`config.mk`:
```
export PLATFORM = sky130hd
export DESIGN_NAME = epc_ctrl
export DESIGN_NICKNAME = d
export VERILOG_FILES = /design/src/core/epc_pkg.sv /design/src/core/epc_array.sv /design/src/core/epc_ctrl.sv
export SDC_FILE = /design/constraint.sdc
export NUM_CORES = 2
export LEC_CHECK = 0
export BUFFER_PORTS_ARGS = -buffer_cell sky130_fd_sc_hd__buf_2
export CORE_MARGIN = 2
export CORE_UTILIZATION = 30
export DETAILED_ROUTE_END_ITERATION = 12
export SYNTH_ARGS = -nofsm -noshare
export SYNTH_HDL_FRONTEND = slang
export SYNTH_HIERARCHICAL = 1
export SYNTH_SLANG_ARGS = --single-unit
```
`constraint.sdc`:
```
create_clock -name ref_clk -period 10.6 [get_ports ref_clk]
set_input_delay 1.59 -clock ref_clk [delete_from_list [all_inputs] [get_ports ref_clk]]
set_output_delay 1.59 -clock ref_clk [all_outputs]
set_load 0.01 [all_outputs]
```
`src/core/epc_pkg.sv`:
```
package epc_pkg;

   // ****************************************************************
   // Register map and field layout.
   // ****************************************************************
   localparam logic [7:0] CTRL_ADDR = 8'h97;
   localparam logic [7:0] IRQ_STAT_ADDR = 8'hb0;
   localparam logic [7:0] IRQ_MASK_ADDR = 8'hb1;
   localparam logic [7:0] BUF_ADDR_ADDR = 8'hb2;
   localparam logic [7:0] BUF_DATA_ADDR = 8'hb3;
   localparam logic [7:0] MODE_ADDR = 8'hb4;
   localparam logic [7:0] PROGRESS_ADDR = 8'hb5;
   localparam int INHIBIT_BIT = 7;
   localparam int DONE_IE_BIT = 3;
   localparam int DONE_BIT = 2;
   localparam int CROSS_BIT = 1;
   localparam int START_BIT = 0;
   localparam logic [7:0] CTRL_RESET = 8'h00;
   localparam logic [7:0] CTRL_RW_MASK = 8'h88;

   // ****************************************************************
   // Interrupt status bit positions.
   // ****************************************************************
   localparam int EV_DONE = 0;
   localparam int EV_CROSS = 1;
   localparam int EV_REFUSED = 2;
   localparam logic [2:0] EV_RESET = 3'h0;

   // ****************************************************************
   // Array geometry and cell timing.
   // ****************************************************************
   localparam int EE_BYTES = 256;
   localparam int PAGE_BYTES = 16;
   localparam int CELL_TIME_US = 2;
   localparam int CLK_MHZ = 125;
   localparam int CELL_CYCLES = CELL_TIME_US * CLK_MHZ;

   typedef struct packed {
      logic [7:0] addr;
      logic [7:0] wdata;
      logic wr;
      logic rd;
   } epc_bus_req_t;

   typedef struct packed {
      logic we;
      logic [7:0] addr;
      logic [7:0] data;
   } epc_mem_wr_t;

endpackage : epc_pkg

```
`src/core/epc_array.sv`:
```
`timescale 1ns/1ps

// ****************************************************************
// Byte array model of the data EEPROM cells, registered read.
// ****************************************************************
module epc_array #(
   parameter int DEPTH = 256
) (
   // Clock.
   input wire logic ref_clk,
   // Write port.
   input wire epc_pkg::epc_mem_wr_t wr,
   // Read port.
   input wire logic [7:0] rd_addr,
   output logic [7:0] rd_data
);

   initial begin
      if (DEPTH != 256) begin
         $error("epc_array: depth must be 256.");
      end
   end

   logic [7:0] mem [DEPTH];

   // Cells keep no reset; they are nonvolatile in the real part.
   always_ff @(posedge ref_clk) begin
      if (wr.we) begin
         mem[wr.addr] <= wr.data;
      end
      rd_data <= mem[rd_addr];
   end

endmodule : epc_array

```
`src/core/epc_ctrl.sv`:
```
// Decided for this implementation: the strobed register port.
`timescale 1ns/1ps

// Summary of operation
// - Inhibit bit set refuses every program cycle; bit resets to zero.
// - Done interrupt needs local enable and global enable both high.
// - Finishing a program cycle sets the done flag.
// - Only hardware sets done flag; software zero write clears it.
// - Setting start bit clears done flag automatically.
// - Buffer writes spanning two pages set the cross page flag.
// - Start requests are ignored while cross page flag is set.
// - Software cannot set the cross page flag.
// - Software fills buffer, then start bit begins the program cycle.
// - Start is rejected when buffer has no new data.
// - Hardware clears start bit at finish; software zero ignored.
// - 256 byte array, page or single byte programming supported.
module epc_ctrl #(
   parameter int PAGE_BYTES = epc_pkg::PAGE_BYTES,
   parameter int CELL_CYCLES = epc_pkg::CELL_CYCLES
) (
   // Clock and reset.
   input wire logic ref_clk,
   input wire logic rst_b,
   // Register port.
   input wire logic [7:0] reg_addr,
   input wire logic [7:0] reg_wdata,
   input wire logic reg_wr,
   input wire logic reg_rd,
   output logic [7:0] reg_rdata,
   // Interrupt.
   input wire logic global_irq_enable,
   output logic program_done_irq,
   output logic irq
);

   // ****************************************************************
   // Parameter checks.
   // ****************************************************************
   // The cell counter is twelve bits wide and the page offset must tile the
   // 256 byte array, so both limits below come from the logic itself.
   initial begin
      if (PAGE_BYTES < 1 || PAGE_BYTES > 256 || (256 % PAGE_BYTES) != 0) begin
         $error("epc_ctrl: page size must divide 256.");
      end
      if (CELL_CYCLES < 1 || CELL_CYCLES > 4096) begin
         $error("epc_ctrl: cell cycles out of range.");
      end
   end

   // ****************************************************************
   // Register map and sequencing overview.
   // ****************************************************************
   // The control register carries inhibit, done enable, done, crossing and start.
   // Status holds the refused, crossing and done events; a one written clears a bit.
   // The mask register shares the status layout and gates the level interrupt.
   // Software loads the pointer, then writes bytes that post-increment it.
   // Reading the data address returns the array byte at the pointer.
   // Mode bit zero selects single byte programming; progress shows the byte index.
   // A program cycle spends one write cycle and then the cell time on each byte.
   // Page mode walks every offset of the captured page but writes only valid bytes.
   // Buffer, pointer and mode writes are dropped while a cycle runs, so software
   // cannot disturb the bytes that are being programmed.

   localparam int PB = $clog2(PAGE_BYTES) > 0 ? $clog2(PAGE_BYTES) : 1;

   typedef enum logic [1:0] {
      EPC_IDLE,
      EPC_WRITE,
      EPC_WAIT
   } epc_state_t;

   // ****************************************************************
   // Registers.
   // ****************************************************************
   epc_state_t state_r, state_nxt;
   logic inhibit_r, done_ie_r, done_r, cross_r, start_r;
   logic [2:0] ev_stat_r;
   logic [2:0] ev_mask_r;
   logic [7:0] buf_ptr_r;
   logic [7:0] buf_data [PAGE_BYTES];
   logic [PAGE_BYTES-1:0] buf_valid_r;
   logic [7:0] page_r;
   logic page_set_r;
   logic single_byte_r;
   logic [7:0] prog_idx_r;
   logic [11:0] cell_cnt_r;
   logic [7:0] buf_ptr_nxt;
   logic [7:0] reg_rdata_r;
   logic [7:0] arr_rdata;
   epc_pkg::epc_mem_wr_t mem_wr;

   // ****************************************************************
   // Address decode and write effects.
   // ****************************************************************
   wire wr_ctrl = reg_wr && (reg_addr == epc_pkg::CTRL_ADDR);
   wire wr_stat = reg_wr && (reg_addr == epc_pkg::IRQ_STAT_ADDR);
   wire wr_mask = reg_wr && (reg_addr == epc_pkg::IRQ_MASK_ADDR);
   wire wr_ptr = reg_wr && (reg_addr == epc_pkg::BUF_ADDR_ADDR);
   wire wr_data = reg_wr && (reg_addr == epc_pkg::BUF_DATA_ADDR);
   wire wr_mode = reg_wr && (reg_addr == epc_pkg::MODE_ADDR);
   wire rd_arr = reg_rd && (reg_addr == epc_pkg::BUF_DATA_ADDR);
   wire busy = (state_r != EPC_IDLE);
   wire buf_any = |buf_valid_r;
   wire start_req = wr_ctrl && reg_wdata[epc_pkg::START_BIT];
   // Start is taken only with fresh data, no cross page and no inhibit.
   wire start_ok = start_req && !busy && buf_any
      && !cross_r
      && !inhibit_r;
   // A start that lands while a cycle runs is neither taken nor counted as refused.
   wire start_refused = start_req && !busy && !start_ok;
   wire [PB-1:0] ptr_off = buf_ptr_r[PB-1:0];
   // Single mode programs the byte written last; the pointer has moved past it.
   // Rewriting the pointer after the data moves that choice as well.
   wire [PB-1:0] last_off = ptr_off - PB'(1);
   wire [7:0] ptr_page = buf_ptr_r & ~8'(PAGE_BYTES - 1);
   // A byte that lands on another page than the first one is a crossing.
   wire cross_hit = wr_data && !busy && page_set_r && (ptr_page != page_r);
   wire [PB-1:0] prog_off = prog_idx_r[PB-1:0];
   wire cell_end = (cell_cnt_r == 12'(CELL_CYCLES - 1));
   wire last_byte = (prog_idx_r == 8'(PAGE_BYTES - 1));
   wire finish = (state_r == EPC_WAIT) && cell_end && (last_byte || single_byte_r);
   // Status bit order follows the package: done, crossing, refused.
   wire [2:0] ev_set = {start_refused, cross_hit, finish};
   wire [7:0] ctrl_view = {inhibit_r, 3'h0, done_ie_r, done_r, cross_r, start_r};

   // Each buffered byte goes to the array in the write state.
   assign mem_wr.we = (state_r == EPC_WRITE) && buf_valid_r[prog_off];
   assign mem_wr.addr = page_r | prog_idx_r;
   assign mem_wr.data = buf_data[prog_off];

   // ****************************************************************
   // Program sequencer.
   // ****************************************************************
   // A byte takes one write cycle and then CELL_CYCLES wait cycles, so a full
   // page holds the sequencer for PAGE_BYTES times that span.
   always_comb begin
      state_nxt = state_r;
      case (state_r)
         EPC_IDLE: begin
            if (start_ok) begin
               state_nxt = EPC_WRITE;
            end
         end
         EPC_WRITE: begin
            state_nxt = EPC_WAIT;
         end
         EPC_WAIT: begin
            if (cell_end) begin
               state_nxt = (last_byte || single_byte_r) ? EPC_IDLE : EPC_WRITE;
            end
         end
         default: begin
            state_nxt = EPC_IDLE;
         end
      endcase
   end

   // State register; an unknown encoding falls back to idle through the default.
   always_ff @(posedge ref_clk) begin
      if (!rst_b) begin
         state_r <= EPC_IDLE;
      end else begin
         state_r <= state_nxt;
      end
   end

   // Cell timer and byte walker; single mode programs the byte one below the pointer, the one written last.
   always_ff @(posedge ref_clk) begin
      if (!rst_b) begin
         cell_cnt_r <= 12'h000;
         prog_idx_r <= 8'h00;
      end else if (start_ok) begin
         cell_cnt_r <= 12'h000;
         prog_idx_r <= single_byte_r ? 8'(last_off) : 8'h00;
      end else if (state_r == EPC_WAIT) begin
         cell_cnt_r <= cell_end ? 12'h000 : cell_cnt_r + 12'h001;
         if (cell_end && !last_byte && !single_byte_r) begin
            prog_idx_r <= prog_idx_r + 8'h01;
         end
      end
   end

   // ****************************************************************
   // Control register.
   // ****************************************************************
   always_ff @(posedge ref_clk) begin
      if (!rst_b) begin
         inhibit_r <= 1'b0;
         done_ie_r <= 1'b0;
         done_r <= 1'b0;
         cross_r <= 1'b0;
         start_r <= 1'b0;
      end else begin
         if (wr_ctrl) begin
            inhibit_r <= reg_wdata[epc_pkg::INHIBIT_BIT];
            done_ie_r <= reg_wdata[epc_pkg::DONE_IE_BIT];
         end
         // Finish wins over any clear in the same cycle.
         if (finish) begin
            done_r <= 1'b1;
         end else if (start_ok) begin
            done_r <= 1'b0;
         end else if (wr_ctrl && !reg_wdata[epc_pkg::DONE_BIT]) begin
            done_r <= 1'b0;
         end else if (wr_stat && reg_wdata[epc_pkg::EV_DONE]) begin
            done_r <= 1'b0;
         end
         // After clearing the crossing, software leaves a few idle instructions
         // before touching the array; the block itself needs no recovery time.
         // Software may only clear the crossing; a one is ignored.
         if (cross_hit) begin
            cross_r <= 1'b1;
         end else if (wr_ctrl && !reg_wdata[epc_pkg::CROSS_BIT]) begin
            cross_r <= 1'b0;
         end
         // Start clears only on finish; software zero has no effect.
         if (finish) begin
            start_r <= 1'b0;
         end else if (start_ok) begin
            start_r <= 1'b1;
         end
      end
   end

   // ****************************************************************
   // Write buffer.
   // ****************************************************************
   always_ff @(posedge ref_clk) begin
      if (!rst_b) begin
         buf_ptr_r <= 8'h00;
         buf_valid_r <= '0;
         page_r <= 8'h00;
         page_set_r <= 1'b0;
         single_byte_r <= 1'b0;
      end else begin
         if (wr_mode && !busy) begin
            single_byte_r <= reg_wdata[0];
         end
         if (wr_ptr && !busy) begin
            buf_ptr_r <= reg_wdata;
         end else if (wr_data && !busy) begin
            buf_ptr_r <= buf_ptr_r + 8'h01;
         end
         // A crossing byte is dropped rather than buffered, so the page held in
         // the buffer stays whole and can still be programmed once the flag clears.
         // The buffer is consumed by the cycle it feeds.
         if (finish) begin
            buf_valid_r <= '0;
            page_set_r <= 1'b0;
         end else if (wr_data && !busy && !cross_hit) begin
            buf_valid_r[ptr_off] <= 1'b1;
            if (!page_set_r) begin
               page_r <= ptr_page;
               page_set_r <= 1'b1;
            end
         end
      end
   end

   // Buffer data carry no reset; valid bits guard them.
   always_ff @(posedge ref_clk) begin
      if (wr_data && !busy && !cross_hit) begin
         buf_data[ptr_off] <= reg_wdata;
      end
   end

   // ****************************************************************
   // Interrupt status and mask.
   // ****************************************************************
   always_ff @(posedge ref_clk) begin
      if (!rst_b) begin
         ev_stat_r <= epc_pkg::EV_RESET;
         ev_mask_r <= epc_pkg::EV_RESET;
      end else begin
         // Set beats a write-one clear in the same cycle.
         ev_stat_r <= ev_set | (ev_stat_r & ~(wr_stat ? reg_wdata[2:0] : 3'h0));
         if (wr_mask) begin
            ev_mask_r <= reg_wdata[2:0];
         end
      end
   end

   // The level interrupt serves polling software through status and mask, while
   // the done request follows the control register's own enable and the core's
   // global enable, as the core's interrupt controller expects.
   // Outputs leave from flops; local and global enable gate the request.
   always_ff @(posedge ref_clk) begin
      if (!rst_b) begin
         program_done_irq <= 1'b0;
         irq <= 1'b0;
      end else begin
         program_done_irq <= done_r && done_ie_r && global_irq_enable;
         irq <= |(ev_stat_r & ev_mask_r);
      end
   end

   // ****************************************************************
   // Array and read data.
   // ****************************************************************
   // The array is addressed with the pointer's next value, so its registered
   // data already hold the byte at the pointer in the cycle of a read strobe.
   // A read during a program cycle may show a byte before it is rewritten.
   assign buf_ptr_nxt = (wr_ptr && !busy) ? reg_wdata
      : (wr_data && !busy) ? buf_ptr_r + 8'h01
      : buf_ptr_r;

   // The array is the only instance; its read data leave a register inside it.
   epc_array #(
      .DEPTH(epc_pkg::EE_BYTES)
   ) u_array (
      .ref_clk(ref_clk),
      .wr(mem_wr),
      .rd_addr(buf_ptr_nxt),
      .rd_data(arr_rdata)
   );

   logic [7:0] rd_mux;

   // Unmapped addresses read zero.
   always_comb begin
      case (reg_addr)
         epc_pkg::CTRL_ADDR: rd_mux = ctrl_view;
         epc_pkg::IRQ_STAT_ADDR: rd_mux = {5'h00, ev_stat_r};
         epc_pkg::IRQ_MASK_ADDR: rd_mux = {5'h00, ev_mask_r};
         epc_pkg::BUF_ADDR_ADDR: rd_mux = buf_ptr_r;
         epc_pkg::MODE_ADDR: rd_mux = {7'h00, single_byte_r};
         epc_pkg::PROGRESS_ADDR: rd_mux = prog_idx_r;
         default: rd_mux = 8'h00;
      endcase
   end

   // Array reads bypass the register mux; the array data are already registered.
   wire [7:0] rd_sel = rd_arr ? arr_rdata : rd_mux;

   always_ff @(posedge ref_clk) begin
      if (!rst_b) begin
         reg_rdata_r <= 8'h00;
      end else begin
         reg_rdata_r <= reg_rd ? rd_sel : 8'h00;
      end
   end

   // The port is the answer flop itself, so no logic sits behind the register.
   assign reg_rdata = reg_rdata_r;

endmodule : epc_ctrl

```
# ---- Word level (Yosys, flattened, before mapping)
# Memories as Yosys holds them, arrays and structs flattened. A register that Yosys moved wholly into a read port is not among the register bits.
# Cells that the tools add are included.
dict set report word_totals {
  ram_bits 2176
  n_memories 2
  reg_bits 73
  output_inout_bits 10
  inputBits 21
  word_cells 134
}
dict set report op_classes {
  n_eq_ne 14
  order_cmp 3
  bitwise 9
  n_mux 30
  add_sub_neg 4
  n_reduce_logical 54
}
# memory words word_bits rd rd_clocked_by_memory_dff wr line_no
set memory_table {}
lappend memory_table {u_array.mem 256 8 1 1 1 epc_array.sv:24} ;# logic [7:0] mem [DEPTH];
lappend memory_table {buf_data 16 8 1 1 1 epc_ctrl.sv:80} ;# logic [7:0] buf_data [PAGE_BYTES];
# cell count
set op_table {}
lappend op_table {{$eq A8 B8 Y1 const B} 7}
lappend op_table {{$mux W8} 6}
lappend op_table {{$pmux W8 S6} 1}
lappend op_table {{$logic_and A1 B1 Y1} 30}
lappend op_table {{$add A8 B1 Y8 const B} 2}
lappend op_table {{$or A16 B16 Y16} 1}
lappend op_table {{$reduce_or A16 Y1} 1}
lappend op_table {{$mux W1} 13}
lappend op_table {{$add A12 B1 Y12 const B} 1}
lappend op_table {{$eq A12 B8 Y1 const B} 1}
lappend op_table {{$mux W12} 1}
lappend op_table {{$mux W4} 3}
lappend op_table {{$lt A4 B5 Y1 const B} 2}
lappend op_table {{$logic_not A1 Y1} 9}
lappend op_table {{$eq A8 B4 Y1 const B} 1}
lappend op_table {{$or A8 B8 Y8} 1}
lappend op_table {{$reduce_bool A2 Y1} 4}
lappend op_table {{$and A3 B3 Y3} 2}
lappend op_table {{$pmux W2 S3} 1}
lappend op_table {{$reduce_and A2 Y1} 3}
lappend op_table {{$bmux W1 S4} 1}
lappend op_table {{$demux W1 S4} 1}
lappend op_table {{$ge A4 B1 Y1 const B} 1}
lappend op_table {{$mux W2} 2}
lappend op_table {{15 further kinds} 19}

# ---- Longest topological paths before layout
dict set report depth {
  ltp_word 11
  ltp_mapped 17
  ltp_nobuf 11
}

# ---- By module
# Netlist, hierarchy kept.
# mod n_inst cells_each seq_area_each_um2 area_per_inst_um2
set by_module_without_submodules {}
lappend by_module_without_submodules {epc_array 1 3733 61659.1 79556.3}
lappend by_module_without_submodules {epc_ctrl 1 617 5385.2 8700.8}

# ---- Least setup slack after synthesis
# Ideal clock, no wire load.
dict set report synth_path {
  kind {input -> register}
  startpoint {input reg_addr[3]}
  endpoint {register u_array.rd_data[2], read port of u_array.mem}
  n_path_buf 5
  stages 13
  slack_ps 5661
  setup_ps 131
  t_arrival_ps 4809
  required_time_ps 10469
  path_cell_list {or3b_2 or4_1 clkbuf_1 a21oi_1 buf_6 buf_12 buf_8 buf_2 mux4_2 a22oi_1 a21oi_1 nor4_1 nor4_2}
}
dict set report synth_between {
  elab_chain_cells 5
  elab_cells_between_ends 8
  cone_classes {eq/ne: 2; mux: 2; reduce/logical: 4}
}
# element line_no
set synth_rtl {}
lappend synth_rtl {{start: declaration} epc_ctrl.sv:25} ;# input wire logic [7:0] reg_addr,
lappend synth_rtl {{$eq A8 B8 Y1} epc_ctrl.sv:99} ;# wire wr_data = reg_wr && (reg_addr == epc_pkg::BUF_DATA_ADDR);
lappend synth_rtl {{$logic_and A1 B1 Y1} epc_ctrl.sv:99}
lappend synth_rtl {{$logic_and A1 B1 Y1} epc_ctrl.sv:304} ;# : (wr_data && !busy) ? buf_ptr_r + 8'h01
lappend synth_rtl {{$mux W8} epc_ctrl.sv:304}
lappend synth_rtl {{$mux W8 *} n/a}
lappend synth_rtl {{net buf_ptr_nxt[0]} epc_ctrl.sv:87} ;# logic [7:0] buf_ptr_nxt;
lappend synth_rtl {{end: declaration} epc_array.sv:15} ;# output logic [7:0] rd_data
# Mark *: on every way through the listed nets, which the timed path passes. The rest lies on a longest branch.
# A chain may end at the register's enable or synchronous reset.

# ---- Worst setup path after layout
dict set report layout_path {
  startpoint {input reg_addr[0]}
  endpoint {register u_array.rd_data[3], read port of u_array.mem}
}
# The elaborated chain is that of the path after synthesis.

==> summary.md <==
| Metric | Value |
|---|---|
| CTS tree | `built` |
| Mux cell area share after synthesis | `0.145` |
| Layout net count | `4,439` |
| Clock Path Buffers | `3` |
| Power Density | `173 nW/um2` |
| Initial antenna violation count | `3` |
| Layout cell share with drive strength beyond 1 | `0.206` |
| DR pass1 iterations | `7` |
| Non-filler cells, final | `8,520` |
| Hold Crit Class | `reg -> reg` |
| Synth warnings | `6` |
| WP data required | `11.30 ns` |
| Cell taking the most area after synthesis | `edfxtp_1` |
| Full die area | `299,000 um2` |
| Wirelength per Cell | `25.7 um` |
| Worst slew pin tran | `1.41 ns` |
| Post-Route WL | `219,000 um` |
| Most common cell in the synthesized netlist | `edfxtp_1` |
| Post-synth top area share | `0.740` |
| Syn-to-layout area delta | `12.7%` |
| Crit path kind | `in -> reg` |
| Worst path slowest cell | `a21oi_4` |
| Simple logic cell fraction of the synthesized area | `0.0361` |
| Cells after DPL | `8,110` |
| Num CTS Buffers | `217` |
| Final Max Tran Viols | `0` |
| Fin Hold WS | `0.450 ns` |
| Initial Util | `0.301` |
| Tcrit/Tclk final | `0.670` |
| RSZ-0062 raised after global routing | `false` |
| Slew margin rel. | `0.0526` |
| Iteration-0 DRC Markers | `5,224` |
| Asr flop ratio synth | `0` |
| GP Congestion | `0.832` |
| Ys flop type | `edfxtp_1` |
| Final-report hold violation count | `0` |
| Mapped cell area | `88,300 um2` |
| Cell variety after synth | `84` |
| Avg Vias per Cell | `5.16` |
| Cell count after synthesis | `4,350` |
| Peak VDD IR | `0.146 mV` |
| CTS hold repair buffers | `0` |
| Dominant cells by area after synthesis | `edfxtp_1 (74%), mux4_2 (13%), dfxtp_1 (1.9%)` |
| Most instantiated cells after synthesis | `edfxtp_1 (2,176), mux4_2 (499), nor2_1 (329), mux2i_1 (146), a22oi_1 (135)` |
| Count of input and output buffers | `30` |
| Adder-cell share of the synthesized area | `0.00113` |
| Leakage | `28.8 nW` |
| Worst Skew | `0.0514 ns` |
| Vias | `43,995` |
| Setup violators final | `0` |
| Grt ovf | `0` |
| CP max FO | `20` |
| Worst setup SP type | `input port` |
| Crit-path cells | `buf_2 -> or4bb_1 -> nor3_1 -> xnor2_1 -> a21oi_4 -> buf_4 -> buf_4 -> mux4_2 -> a22o_1 -> a221oi_1 -> o32ai_1 -> nor3_1 -> nor4_1` |
| Largest family of logic cells by synthesized area | `multiplexers` |
| Synth Area per Inst | `20.3 um2` |
| Seq/Total Area, Yosys | `0.760` |
| Synthesized flop and latch total | `2,261` |
| Core Area | `293,000 um2` |
| # resized after CTS | `0` |
| Wire length of the first global-routing pass | `316,000 um` |
| HPWL after DPL | `132,000 um` |
| R2R setup slack | `4.22 ns` |
| # IOs | `31` |
| # rows | `199` |
| Setup TNS | `0 ns` |
| Number of clock sinks | `2,261` |
| Compound-Gate Fraction of Synth Area | `0.0375` |
| Dpl ws | `2.64 ns` |
| Post-synth EDFFs | `2,176` |
| Clock latency on the worst-skew pair | `0.88 ns` |
| Clock H-tree levels | `4` |
| DRC Markers | `0` |
| Antenna viol nets, final | `0` |
| Post-Syn Nets | `4,379` |
| Slowest stage delay, CP | `0.85 ns` |
| Vias in the first global route | `43,454` |
| Die X | `546 um` |
| Clock slew at reported path FFs | `0.06 ns` |
| Arrival @ worst endpoint | `7.80 ns` |
| Largest net degree at the start of global routing | `197` |
| Fmax | `141 MHz` |
| Chip Height | `546 um` |
| Final setup margin | `3.50 ns` |
| Clk root buf | `clkbuf_16` |
| Max-Cap Viols | `0` |
| Synth Area in XOR/XNOR | `0.00228` |
| Final core occ | `0.339` |
| Outcome | `finished clean` |
| Fin crit period | `7.10 ns` |
| Post-CTS setup buffer count | `0` |
| Total Routing Usage GR | `0.143` |
| Worst setup EP type | `flop` |
kinds of logic (layout without fill, tap and decap cells):
family	Yosys count	after routing
compound gates	470	470
xor+xnor	23	23
fa+ha+maj	8	8
buf+inv	281	526
flops	2261	2261
mux	649	649
other cells	0	6
simple gates	658	658
path summary, 6_finish.rpt:
path,start,endpoint,cells after the start
worst max-delay path,reg_addr[0],u_array/rd_data[3],13
worst min-delay path,start_r,start_r,2
worst min register to register,start_r,start_r,2
worst max register to register,state_r[1],u_array/rd_data[3],11
per-stage QoR:
| step | power [mW] | cell area [um2] |
|---|---|---|
| global placement | 9.93 | 92600 |
| detailed placement | 9.93 | 92600 |
| global route | 17.7 | 99500 |
| CTS | 17.4 | 99500 |
| finish | 17.2 | 99500 |
| floorplan | 9.89 | 88300 |
sequential cells by signal, summed over array words and instances, names as in the netlist, 2 cells and up, named ones only:
name             cells
reg_rdata            8
u_array/rd_data      8
ev_stat_r            3
buf_data           128
prog_idx_r           8
ev_mask_r            3
page_r               4
state_r              2
cell_cnt_r          12
u_array/mem       2048
buf_ptr_r            8
buf_valid_r         16
where the power goes:
group	switching [mW]	total [mW]	internal, mW
combinational	0.0559	0.0866	0.0307
sequential	0.00247	9.65	9.65
clock	3.34	7.49	4.16
total	3.39	17.2	13.8
routing by layer:
| metal | GRT usage | vias up | share of wire |
|---|---|---|---|
| met2 | 0.232 | 1785 | 0.48 |
| met3 | 0.0243 | 318 | 0.078 |
| met4 | 0.0449 | 0 | 0.027 |
| met1 | 0.197 | 23676 | 0.41 |
| li1 | - | 18216 | - |
| met5 | 0 | - | 0 |
critical path: cells and delay by family:
family | cells | cell delay, ns
compound gates | 4 | 2.31
mux | 1 | 0.55
xor+xnor | 1 | 0.19
simple gates | 4 | 1.91
buf+inv | 3 | 1.18
cell usage in the layout, fill, tap and decap left out, drive strengths merged, types with 6 or more instances in the layout:
master,count
a211oi,19
ha,8
o21ai,21
nand3,50
mux2i,146
clkinv,107
nand4,18
o32ai,6
o221ai,47
clkbuf,270
nor2,330
nand2,54
diode,6
and2,19
dfxtp,85
or2,11
a222oi,7
a221oi,16
nor4,38
o21a,21
bufinv,15
xor2,8
a22o,8
a22oi,135
nand2b,12
inv,25
a21oi,120
nor2b,36
mux4,501
edfxtp,2176
o211ai,11
buf,106
xnor2,15
o22ai,31
and3,19
nor3,36
o22a,6
area by class of cell:
| type | count | area (um2) |
|---|---|---|
| sequential | 2261 | 67000 |
| timing repair buffer | 106 | 856 |
| antenna | 6 | 15.0 |
| fill | 27457 | 194000 |
| clock buffer | 270 | 5640 |
| inverter | 16 | 60.1 |
| multi-input combinational | 1808 | 19700 |
| tap | 3919 | 4900 |
| clock inverter | 134 | 1230 |
(Power assumes the default switching activity.)
